[src/ccpo_pkg.sv]
package ccpo_pkg;

    // Register byte offsets
    localparam logic [7:0]  CTRL_OFS      = 8'h00;
    localparam logic [7:0]  ON_WIDTH_OFS  = 8'h04;
    localparam logic [7:0]  CYCLE_OFS     = 8'h08;
    localparam logic [7:0]  ARG_LOC_OFS   = 8'h0C;
    localparam logic [7:0]  AREA_END_OFS  = 8'h10;
    localparam logic [7:0]  EXEC_OFS      = 8'h14;
    localparam logic [7:0]  ERR_FLAG_OFS  = 8'h18;
    localparam logic [7:0]  ERR_CODE_OFS  = 8'h1C;
    localparam logic [7:0]  STATUS_OFS    = 8'h20;

    // Control register fields
    localparam int CTRL_HSC_EN_BIT   = 0;
    localparam int CTRL_MODE_LSB     = 1;
    localparam int CTRL_MODE_W       = 3;
    localparam int CTRL_OUT2_OFF_BIT = 4;
    localparam int CTRL_MATCH_EN_BIT = 5;
    localparam logic [5:0] CTRL_RESET = 6'h00;

    // Operation modes of the channel
    localparam logic [2:0] MODE_NORMAL   = 3'h0;
    localparam logic [2:0] MODE_FREQ     = 3'h1;
    localparam logic [2:0] MODE_ROTATION = 3'h2;
    localparam logic [2:0] MODE_PULSE    = 3'h3;
    localparam logic [2:0] MODE_PWM      = 3'h4;

    // Operation error codes
    localparam logic [15:0] ERR_NONE      = 16'h0000;
    localparam logic [15:0] ERR_RANGE     = 16'h1004;
    localparam logic [15:0] ERR_LOCATION  = 16'h1005;
    localparam logic [15:0] ERR_MODE      = 16'h1014;

    // Argument limits in 0.1 us units
    localparam logic [31:0] ON_MIN    = 32'h0000_000A;
    localparam logic [31:0] CYCLE_MIN = 32'h0000_0032;
    localparam logic [31:0] ARG_MAX   = 32'h0098_9680;

    // Timing
    localparam int CLK_PERIOD_NS = 100;
    localparam int TICK_NS       = 100;
    localparam int TICK_DIV      = (TICK_NS + CLK_PERIOD_NS - 1) / CLK_PERIOD_NS;
    localparam int CNT_W         = 24;

endpackage : ccpo_pkg

[src/ccpo_core.sv]
`timescale 1ns/1ns
module ccpo_core #(
    parameter int W = ccpo_pkg::CNT_W
) (
    input  wire logic         pclk,
    input  wire logic         presetn,
    input  wire logic         run,
    input  wire logic         tick,
    input  wire logic [W-1:0] on_width,
    input  wire logic [W-1:0] cycle,
    output logic              pwm_out
);
    logic [W-1:0] cnt;
    logic [W-1:0] next_cnt;
    logic         next_out;

    if (W < ccpo_pkg::CNT_W)
    begin : g_bad_w
        $error("ccpo_core: counter too narrow for the longest cycle");
    end

    // Off part of the period comes first, so a fresh start is low
    always_comb
    begin
        next_cnt = cnt;
        next_out = pwm_out;
        if (!run)
        begin
            next_cnt = '0;
            next_out = 1'b0;
        end
        else if (tick)
        begin
            next_cnt = (cnt >= cycle - W'(1)) ? '0 : cnt + W'(1);
            next_out = (on_width != '0) && (cnt >= cycle - on_width);
        end
    end

    always_ff @(posedge pclk or negedge presetn)
    begin
        if (!presetn)
        begin
            cnt     <= '0;
            pwm_out <= 1'b0;
        end
        else
        begin
            cnt     <= next_cnt;
            pwm_out <= next_out;
        end
    end

endmodule : ccpo_core

[src/ccpo_tick.sv]
`timescale 1ns/1ns
module ccpo_tick #(
    parameter int DIV = ccpo_pkg::TICK_DIV
) (
    input  wire logic pclk,
    input  wire logic presetn,
    output logic      tick
);
    localparam int CW = $clog2(DIV + 1);

    logic [CW-1:0] cnt;
    logic [CW-1:0] next_cnt;
    logic          next_tick;

    if (DIV < 1)
    begin : g_bad_div
        $error("ccpo_tick: DIV must be at least 1");
    end

    always_comb
    begin
        if (cnt == CW'(DIV - 1))
        begin
            next_cnt  = '0;
            next_tick = 1'b1;
        end
        else
        begin
            next_cnt  = cnt + CW'(1);
            next_tick = 1'b0;
        end
    end

    always_ff @(posedge pclk or negedge presetn)
    begin
        if (!presetn)
        begin
            cnt  <= '0;
            tick <= 1'b0;
        end
        else
        begin
            cnt  <= next_cnt;
            tick <= next_tick;
        end
    end

endmodule : ccpo_tick

[src/ccpo_top.sv]
// Local design decisions: the APB register port and the register addresses.
`timescale 1ns/1ns
module ccpo_top #(
    parameter int TICK_DIV = ccpo_pkg::TICK_DIV,
    parameter int CNT_W    = ccpo_pkg::CNT_W
) (
    input  wire logic        pclk,
    input  wire logic        presetn,
    input  wire logic        psel,
    input  wire logic        penable,
    input  wire logic        pwrite,
    input  wire logic [7:0]  paddr,
    input  wire logic [31:0] pwdata,
    output logic      [31:0] prdata,
    output logic             pready,
    output logic             pslverr,
    output logic             match_out1,
    output logic             match_out2,
    output logic             operation_error_flag
);
    logic [5:0]       ctrl;
    logic [31:0]      on_width;
    logic [31:0]      cycle;
    logic [31:0]      arg_loc;
    logic [15:0]      area_end;
    logic             exec_cond;
    logic [15:0]      operation_error_code;
    logic             running;
    logic [CNT_W-1:0] run_on;
    logic [CNT_W-1:0] run_cycle;
    logic             tick;
    logic             pwm_out;

    logic [5:0]       next_ctrl;
    logic [31:0]      next_on_width;
    logic [31:0]      next_cycle;
    logic [31:0]      next_arg_loc;
    logic [15:0]      next_area_end;
    logic             next_exec_cond;
    logic             next_flag;
    logic [15:0]      next_code;
    logic             next_running;
    logic [CNT_W-1:0] next_run_on;
    logic [CNT_W-1:0] next_run_cycle;
    logic [31:0]      next_prdata;
    logic             next_pready;
    logic             next_pslverr;
    logic             next_out2;

    logic             setup;
    logic             wr;
    logic             eval;
    logic             hsc_en;
    logic [2:0]       mode;
    logic             loc_bad;
    logic             range_bad;
    logic [15:0]      eval_code;
    logic             mapped;

    assign setup  = psel && !penable;
    assign wr     = psel && penable && pwrite;
    assign eval   = wr && (paddr == ccpo_pkg::EXEC_OFS);
    assign hsc_en = ctrl[ccpo_pkg::CTRL_HSC_EN_BIT];
    assign mode   = ctrl[ccpo_pkg::CTRL_MODE_LSB +: ccpo_pkg::CTRL_MODE_W];

    // Each argument occupies two words: both must lie inside the area
    assign loc_bad = ({1'b0, arg_loc[15:0]} + 17'h0_0001 >= {1'b0, area_end})
                  || ({1'b0, arg_loc[31:16]} + 17'h0_0001 >= {1'b0, area_end});

    assign range_bad = ((on_width != 32'h0000_0000) && (on_width < ccpo_pkg::ON_MIN))
                    || (on_width > ccpo_pkg::ARG_MAX)
                    || (cycle < ccpo_pkg::CYCLE_MIN)
                    || (cycle > ccpo_pkg::ARG_MAX);

    // Mode problems mask argument problems, as arguments mean nothing then
    always_comb
    begin
        if (!hsc_en || mode != ccpo_pkg::MODE_PWM)
            eval_code = ccpo_pkg::ERR_MODE;
        else if (loc_bad)
            eval_code = ccpo_pkg::ERR_LOCATION;
        else if (range_bad || on_width > cycle)
            eval_code = ccpo_pkg::ERR_RANGE;
        else
            eval_code = ccpo_pkg::ERR_NONE;
    end

    always_comb
    begin
        unique case (paddr)
            ccpo_pkg::CTRL_OFS,
            ccpo_pkg::ON_WIDTH_OFS,
            ccpo_pkg::CYCLE_OFS,
            ccpo_pkg::ARG_LOC_OFS,
            ccpo_pkg::AREA_END_OFS,
            ccpo_pkg::EXEC_OFS,
            ccpo_pkg::ERR_FLAG_OFS,
            ccpo_pkg::ERR_CODE_OFS,
            ccpo_pkg::STATUS_OFS: mapped = 1'b1;
            default:              mapped = 1'b0;
        endcase
    end

    // Bus answer: zero wait states, data captured in the setup cycle
    always_comb
    begin
        next_pready  = setup;
        next_pslverr = setup && !mapped;
        next_prdata  = 32'h0000_0000;
        if (setup && !pwrite)
        begin
            unique case (paddr)
                ccpo_pkg::CTRL_OFS:     next_prdata = {26'h000_0000, ctrl};
                ccpo_pkg::ON_WIDTH_OFS: next_prdata = on_width;
                ccpo_pkg::CYCLE_OFS:    next_prdata = cycle;
                ccpo_pkg::ARG_LOC_OFS:  next_prdata = arg_loc;
                ccpo_pkg::AREA_END_OFS: next_prdata = {16'h0000, area_end};
                ccpo_pkg::EXEC_OFS:     next_prdata = {31'h0000_0000, exec_cond};
                ccpo_pkg::ERR_FLAG_OFS:
                    next_prdata = {31'h0000_0000, operation_error_flag};
                ccpo_pkg::ERR_CODE_OFS:
                    next_prdata = {16'h0000, operation_error_code};
                ccpo_pkg::STATUS_OFS:
                    next_prdata = {29'h0000_0000, match_out2, match_out1, running};
                default:                next_prdata = 32'h0000_0000;
            endcase
        end
    end

    // Software-written configuration
    always_comb
    begin
        next_ctrl      = ctrl;
        next_on_width  = on_width;
        next_cycle     = cycle;
        next_arg_loc   = arg_loc;
        next_area_end  = area_end;
        next_exec_cond = exec_cond;
        if (wr)
        begin
            unique case (paddr)
                ccpo_pkg::CTRL_OFS:     next_ctrl      = pwdata[5:0];
                ccpo_pkg::ON_WIDTH_OFS: next_on_width  = pwdata;
                ccpo_pkg::CYCLE_OFS:    next_cycle     = pwdata;
                ccpo_pkg::ARG_LOC_OFS:  next_arg_loc   = pwdata;
                ccpo_pkg::AREA_END_OFS: next_area_end  = pwdata[15:0];
                ccpo_pkg::EXEC_OFS:     next_exec_cond = pwdata[0];
                default:                next_ctrl      = ctrl;
            endcase
        end
    end

    // Every evaluation checks arguments, whatever the condition says
    always_comb
    begin
        next_flag = operation_error_flag;
        next_code = operation_error_code;
        if (wr && paddr == ccpo_pkg::ERR_FLAG_OFS && pwdata[0])
            next_flag = 1'b0;
        if (eval && eval_code != ccpo_pkg::ERR_NONE)
        begin
            next_flag = 1'b1;
            next_code = eval_code;
        end
    end

    // Generation follows the condition given with each error-free evaluation; an evaluation with an error stops it
    always_comb
    begin
        next_running   = running;
        next_run_on    = run_on;
        next_run_cycle = run_cycle;
        if (eval)
        begin
            next_running = pwdata[0] && eval_code == ccpo_pkg::ERR_NONE;
            if (pwdata[0] && eval_code == ccpo_pkg::ERR_NONE)
            begin
                next_run_on    = on_width[CNT_W-1:0];
                next_run_cycle = cycle[CNT_W-1:0];
            end
        end
    end

    // Second output is on unless software turns it off; the command overrides
    assign next_out2 = !ctrl[ccpo_pkg::CTRL_OUT2_OFF_BIT]
                    || ctrl[ccpo_pkg::CTRL_MATCH_EN_BIT];

    always_ff @(posedge pclk or negedge presetn)
    begin
        if (!presetn)
        begin
            ctrl                 <= ccpo_pkg::CTRL_RESET;
            on_width             <= 32'h0000_0000;
            cycle                <= 32'h0000_0000;
            arg_loc              <= 32'h0000_0000;
            area_end             <= 16'h0000;
            exec_cond            <= 1'b0;
            operation_error_flag <= 1'b0;
            operation_error_code <= ccpo_pkg::ERR_NONE;
            running              <= 1'b0;
            run_on               <= '0;
            run_cycle            <= '0;
            prdata               <= 32'h0000_0000;
            pready               <= 1'b0;
            pslverr              <= 1'b0;
            match_out2           <= 1'b1;
        end
        else
        begin
            ctrl                 <= next_ctrl;
            on_width             <= next_on_width;
            cycle                <= next_cycle;
            arg_loc              <= next_arg_loc;
            area_end             <= next_area_end;
            exec_cond            <= next_exec_cond;
            operation_error_flag <= next_flag;
            operation_error_code <= next_code;
            running              <= next_running;
            run_on               <= next_run_on;
            run_cycle            <= next_run_cycle;
            prdata               <= next_prdata;
            pready               <= next_pready;
            pslverr              <= next_pslverr;
            match_out2           <= next_out2;
        end
    end

    ccpo_tick #(
        .DIV (TICK_DIV)
    ) u_tick (
        .pclk    (pclk),
        .presetn (presetn),
        .tick    (tick)
    );

    ccpo_core #(
        .W (CNT_W)
    ) u_core (
        .pclk     (pclk),
        .presetn  (presetn),
        .run      (running),
        .tick     (tick),
        .on_width (run_on),
        .cycle    (run_cycle),
        .pwm_out  (pwm_out)
    );

    assign match_out1 = pwm_out;
endmodule : ccpo_top

[config.mk]
export PLATFORM = sky130hd
export DESIGN_NAME = ccpo_top
export DESIGN_NICKNAME = d
export VERILOG_FILES = /design/src/ccpo_pkg.sv /design/src/ccpo_core.sv /design/src/ccpo_tick.sv /design/src/ccpo_top.sv
export SDC_FILE = /design/constraint.sdc
export NUM_CORES = 1
export LEC_CHECK = 0
export BUFFER_PORTS_ARGS = -buffer_cell sky130_fd_sc_hd__buf_2
export CORE_MARGIN = 5
export CORE_UTILIZATION = 56
export DETAILED_ROUTE_END_ITERATION = 16
export PLACE_DENSITY_LB_ADDON = 0.05
export SLEW_MARGIN = 20
export SYNTH_ARGS = -nofsm -noshare
export SYNTH_HDL_FRONTEND = slang
export SYNTH_SLANG_ARGS = --single-unit
[constraint.sdc]
create_clock -name pclk -period 3.6 [get_ports pclk]
set_input_delay 0 -clock pclk [delete_from_list [all_inputs] [get_ports pclk]]
set_output_delay 0 -clock pclk [all_outputs]
set_load 0.02 [all_outputs]
Word-level counts from Yosys, hierarchy flattened
Index checks and enable logic that the tools add are counted.
{"block": "totals", "memories": 0, "romBits": 0, "out_inout_bits": 37, "wordCells": 97, "in_bits": 45, "ram_bits": 0, "ff_bits": 247, "latch_bits": 0}
{"block": "op_classes", "eq_ne": 10, "bitwise_logic": 0, "shifts": 0, "n_div": 0, "reduce_logical": 38, "n_mux": 15, "n_mul": 0, "order_cmp": 9, "add_sub_neg": 6}
{"cell": "case mux 32 bit (9 select lines)", "count": 1}
{"cell": "2-to-1 mux 24 bit", "count": 3}
{"cell": "greater-than comparator 32 x 24 -> 1 bit (second input constant)", "count": 2}
{"cell": "greater-or-equal comparator 24 bit", "count": 2}
{"cell": "adder 16 x 1 -> 17 bit (second input constant)", "count": 2}
{"cell": "greater-or-equal comparator 17 x 16 -> 1 bit", "count": 2}
{"cell": "equality test 8 x 5 -> 1 bit (second input constant)", "count": 4}
{"cell": "greater-than comparator 32 bit", "count": 1}
{"cell": "less-than comparator 32 x 4 -> 1 bit (second input constant)", "count": 1}
{"cell": "less-than comparator 32 x 6 -> 1 bit (second input constant)", "count": 1}
{"cell": "2-to-1 mux 32 bit", "count": 1}
{"cell": "nonzero test 32 bit", "count": 1}
{"cell": "2-to-1 mux 13 bit", "count": 2}
{"cell": "adder 24 x 1 -> 24 bit (second input constant)", "count": 1}
{"cell": "nonzero test 24 bit", "count": 1}
{"cell": "subtractor 24 x 1 -> 24 bit (second input constant)", "count": 1}
{"cell": "subtractor 24 bit", "count": 1}
{"cell": "equality test 8 x 4 -> 1 bit (second input constant)", "count": 2}
{"cell": "logical NOT 16 bit", "count": 1}
{"cell": "2-to-1 mux 16 bit", "count": 1}
{"cell": "nonzero test 16 bit", "count": 1}
{"cell": "AND reduction 2 bit", "count": 7}
{"cell": "logical AND 1 bit", "count": 12}
{"cell": "OR reduction 9 bit", "count": 1}
{"cell": "other kinds (10)", "count": 26}

Longest topological paths before layout
{"block": "depth", "ltp_word": 12, "mapped_depth": 20, "mapped_depth_nobuf": 20}

By module
A second synthesis with hierarchy kept.
{"block": "hier_totals", "hier_cells": 1400, "hier_area_um2": 14630.3}
{"module": "ccpo_top", "area_per_inst_um2": 10473.8, "cells_per_inst": 884, "seq_area_each_um2": 5181.2, "n_inst": 1}
{"module": "ccpo_core", "area_per_inst_um2": 4127.7, "cells_per_inst": 514, "seq_area_each_um2": 625.6, "n_inst": 1}
{"module": "ccpo_tick", "area_per_inst_um2": 28.8, "cells_per_inst": 2, "seq_area_each_um2": 25.0, "n_inst": 1}

Worst setup path after synthesis
Ideal clock, no wire load.
{"block": "synth_timing", "kind": "reg-to-reg", "from": "register run_cycle[7]", "to": "register u_core.cnt[11]", "setup_time_ns": 0.079, "path_stages_with_launch": 17, "arrival_time_ns": 3.732, "setup_slack_ns": -0.211, "n_path_buf": 2, "synth_period_minus_slack_ns": 3.811, "required_time_ns": 3.521, "path_cell_list": "dfrtp_1 or3_1 or3_1 nor3_1 and2_1 nand2_1 nor3_1 xnor2_1 ha_1 a21o_1 a21o_1 a211oi_1 and2_1 buf_1 clkbuf_1 nand4_1 mux2i_1"}
{"block": "synth_between", "elab_chain_cells": 5}
{"element": "start: declaration", "line": "ccpo_top.sv:30", "text": "logic [CNT_W-1:0] run_cycle;"}
{"element": "start signal: assignment", "line": "ccpo_top.sv:220", "text": "run_cycle <= next_run_cycle;"}
{"element": "subtractor 24 x 1 -> 24 bit", "line": "ccpo_core.sv:34", "text": "next_cnt = (cnt >= cycle - W'(1)) ? '0 : cnt + W'(1);"}
{"element": "greater-or-equal comparator 24 bit", "line": "ccpo_core.sv:34"}
{"element": "2-to-1 mux 24 bit", "line": "ccpo_core.sv:34"}
{"element": "2-to-1 mux 24 bit", "line": "ccpo_core.sv:32", "text": "else if (tick)"}
{"element": "2-to-1 mux 24 bit", "line": "ccpo_core.sv:27", "text": "if (!run)"}
{"element": "end signal: assignment", "line": "ccpo_core.sv:48", "text": "cnt <= next_cnt;"}
{"element": "end: declaration", "line": "ccpo_core.sv:13", "text": "logic [W-1:0] cnt;"}
Every way passes these cells. The select of a mux whose other input is x is not followed.
A chain may end at the register's enable or synchronous reset.

Worst setup path in the final report
{"block": "layout_timing", "from": "register run_cycle[0]", "to": "register u_core.pwm_out"}
{"block": "layout_between", "elab_chain_cells": 5}
{"element": "subtractor 24 bit", "line": "ccpo_core.sv:35", "text": "next_out = (on_width != '0) && (cnt >= cycle - on_width);"}
{"element": "greater-or-equal comparator 24 bit", "line": "ccpo_core.sv:35"}
{"element": "logical AND 1 bit", "line": "ccpo_core.sv:35"}
{"element": "2-to-1 mux 1 bit", "line": "ccpo_core.sv:32"}
{"element": "2-to-1 mux 1 bit", "line": "ccpo_core.sv:27"}
{"element": "end signal: assignment", "line": "ccpo_core.sv:49", "text": "pwm_out <= next_out;"}
{"element": "end: declaration", "line": "ccpo_core.sv:11", "text": "output logic pwm_out"}
Every way passes these cells. The select of a mux whose other input is x is not followed.

==> metrics.txt <==
status=complete, but fails checks; failing checks=setup timing; vias in the first global route=12.0k; final hold slack=0.0723 ns; CP endpoint kind=flip-flop; Period Utilization, post-route=1.04; clk_lat worst skew=0.55 ns; share of layout cells above drive strength 1=0.315; Netlist cell types=72; die area=29300 um2; RePlAce Congestion=0.969; WP data arrival=4.17 ns; total global-route track usage=0.285; initial antenna violation count=0; CTS tree=built; IO Pins=82; via count=12.2k; crit path max fanout=2; Critical Path Source Type=flip-flop; crit path kind=reg2reg; Port-buffer cells=81; Mapped Nets=1571; final core utilization=0.718; Period minus WS final=3.76 ns; setup total negative slack=-2.49 ns; syn avg cell area=10.5 um2; DRT iter0 DRCs=931; Lkg Pwr=8.95 nW; CTS H-tree depth=1; Layout area overhead=27.6%; maximum number of pins on one net before global-route repair=111; synthesized netlist cell count=1386; GR Overflow Total=0; Final WS setup=-0.158 ns; final WL=43.0 mm; # clock sinks=233; Final #Nets=1834; Final Max Slew Viols=0; top area cells in the synthesized netlist=dfrtp_1, ha_1, mux2_2; area of the mapped netlist=14600 um2; sequential cell area fraction in the yosys report=0.401; most frequent cells in the layout=dfrtp_1, ha_1, buf_4; Initial Util=0.563; Max Fclk=266 MHz; worst hold-check path type=in2async; CTS buffer count=26; placed cells=1875; non-filler instance count after layout=2000; Die X=171 um; # diodes=0; power per cell area=371 nW/um2; post-route cell area=18600 um2; cell taking the most area after synthesis=dfrtp_1; Worst Path Required=4.01 ns; share of the synthesized area in the top cell type=0.399; Post-synth EDFFs=0; Placed Area=16100 um2; die height=171 um; worst vdd ir=0.000600 V; Place WS=-0.317 ns; clock slew at reported path FFs=0.06 ns; Avg WL per Cell=21.5 um; max cap viols=0; Pre-Repair DR Iteration Count=5; ys async rst share=1.00; Pwr Total=6.88 mW; drt drc=0; Slew headroom=0.309; row count=59; main flop type after synthesis=dfrtp_1; commonest non-fill, non-tap cell in the layout=dfrtp_1; final setup fails=36; antenna viol nets, final=0; CTS max path bufs=3; RSZ-0062 raised after global routing=yes; first-pass GRT wire length=66.0 mm; vias per cell=6.09; skew final=0.0129 ns; Root Buffer=clkbuf_16; Tightest Pin Transition=1.04 ns; # fillers=1920; final hold violations=0; core area=25800 um2; hpwl dp=30.1 mm; Yosys reg bits=233; Synthesis Warnings=0
## final cells by class
type	instances	area, um2	share of cell area
Multi-Input combinational cell	1011	8670	0.467
Sequential cell	233	5830	0.314
Timing Repair Buffer	278	2320	0.125
Clock buffer	31	719	0.0388
Tap cell	335	419	0.0226
Inverter	99	372	0.0200
Clock inverter	13	230	0.0124
## final timing paths
| kind | from | endpoint | slack (ns) | cells past startpoint |
|---|---|---|---|---|
| max | run_cycle[0] | u_core.pwm_out | -0.16 | 19 |
| min | presetn | u_core.cnt[1] | 0.07 | 2 |
| max reg2reg | run_cycle[0] | u_core.pwm_out | -0.16 | 19 |
| min reg2reg | ctrl[4] | match_out2 | 0.44 | 1 |
| max in group asynchronous | presetn | arg_loc[17] | 2.55 | 3 |
| min in group pclk | paddr[6] | prdata[1] | 0.07 | 5 |
## layer usage
metal	wire (um)	up-vias	share of wire	GRT usage
li1	-	5670	-	-
met1	18100	6065	0.42	0.377
met2	21400	348	0.50	0.493
met3	1990	91	0.046	0.0359
met4	1500	0	0.035	0.0827
met5	0	-	0	0
## cells by family (layout without fill, tap and decap cells)
logic type	Yosys count	after routing	share of synthesized area
AND/OR/NAND/NOR	337	337	0.120
AO/OA/AOI/OAI	281	281	0.132
flip-flops	233	233	0.401
multiplexers	179	179	0.142
buffers and inverters	142	421	0.0399
adder cells (fa/ha/maj)	140	140	0.121
XOR/XNOR	73	73	0.0439
other	1	1	0.000258
## what timing repair did
action	in CTS	in global routing
setup endpoints to repair	25	73
gates cloned	4	6
buffers inserted	10	20
hold buffers	41	0
pin swaps	15	51
endpoints found under the hold margin	233	0
gates resized for setup	42	90
## power by group
group | total, mW | leakage (nW) | internal (mW) | switching [mW]
clock | 2.93 | 0.472 | 1.84 | 1.09
sequential | 2.70 | 3.22 | 2.65 | 0.0461
combinational | 1.25 | 5.26 | 0.652 | 0.596
total | 6.88 | 8.95 | 5.15 | 1.73
## critical path: stages, from the launching register on
cell and delay, ns:
dfrtp_1 0.37, inv_1 0.07, ha_2 0.18, inv_2 0.04, fa_2 0.33, a211o_1 0.29, a211oi_2 0.26, o211ai_1 0.17
nand4_1 0.12, nand2_2 0.07, a221o_1 0.34, a21oi_2 0.15, xor2_1 0.16, ha_1 0.26, a21o_1 0.17, a21oi_2 0.16
a32oi_1 0.08, mux2_4 0.29, nand3_2 0.08, a41oi_2 0.03
## registers in the layout, summed over array words and instances (netlist names)
signal / cells
exec_cond: 1
cycle: 32
prdata: 32
match_out2: 1
run_on: 24
operation_error_flag: 1
u_tick.tick: 1
u_core.pwm_out: 1
ctrl: 6
run_cycle: 24
running: 1
on_width: 32
operation_error_code: 3
pready: 1
area_end: 16
pslverr: 1
arg_loc: 32
u_core.cnt: 24
## cells in the mapped netlist, types with 13 or more instances
master      n
a22oi_1    38
mux2_4     19
a31oi_1    24
nand3_1    48
ha_1      139
mux2_2    146
inv_1      99
xor2_1     31
xnor2_1    42
nand4_1    35
o21ai_0    35
clkbuf_1   28
mux2i_1    13
nand2_1    80
a21oi_1    69
nor3_1     19
a21o_1     30
and3_1     13
nor2_1     57
nor4_1     30
dfrtp_1   232
Note: power is estimated with default switching activity, not from simulation.
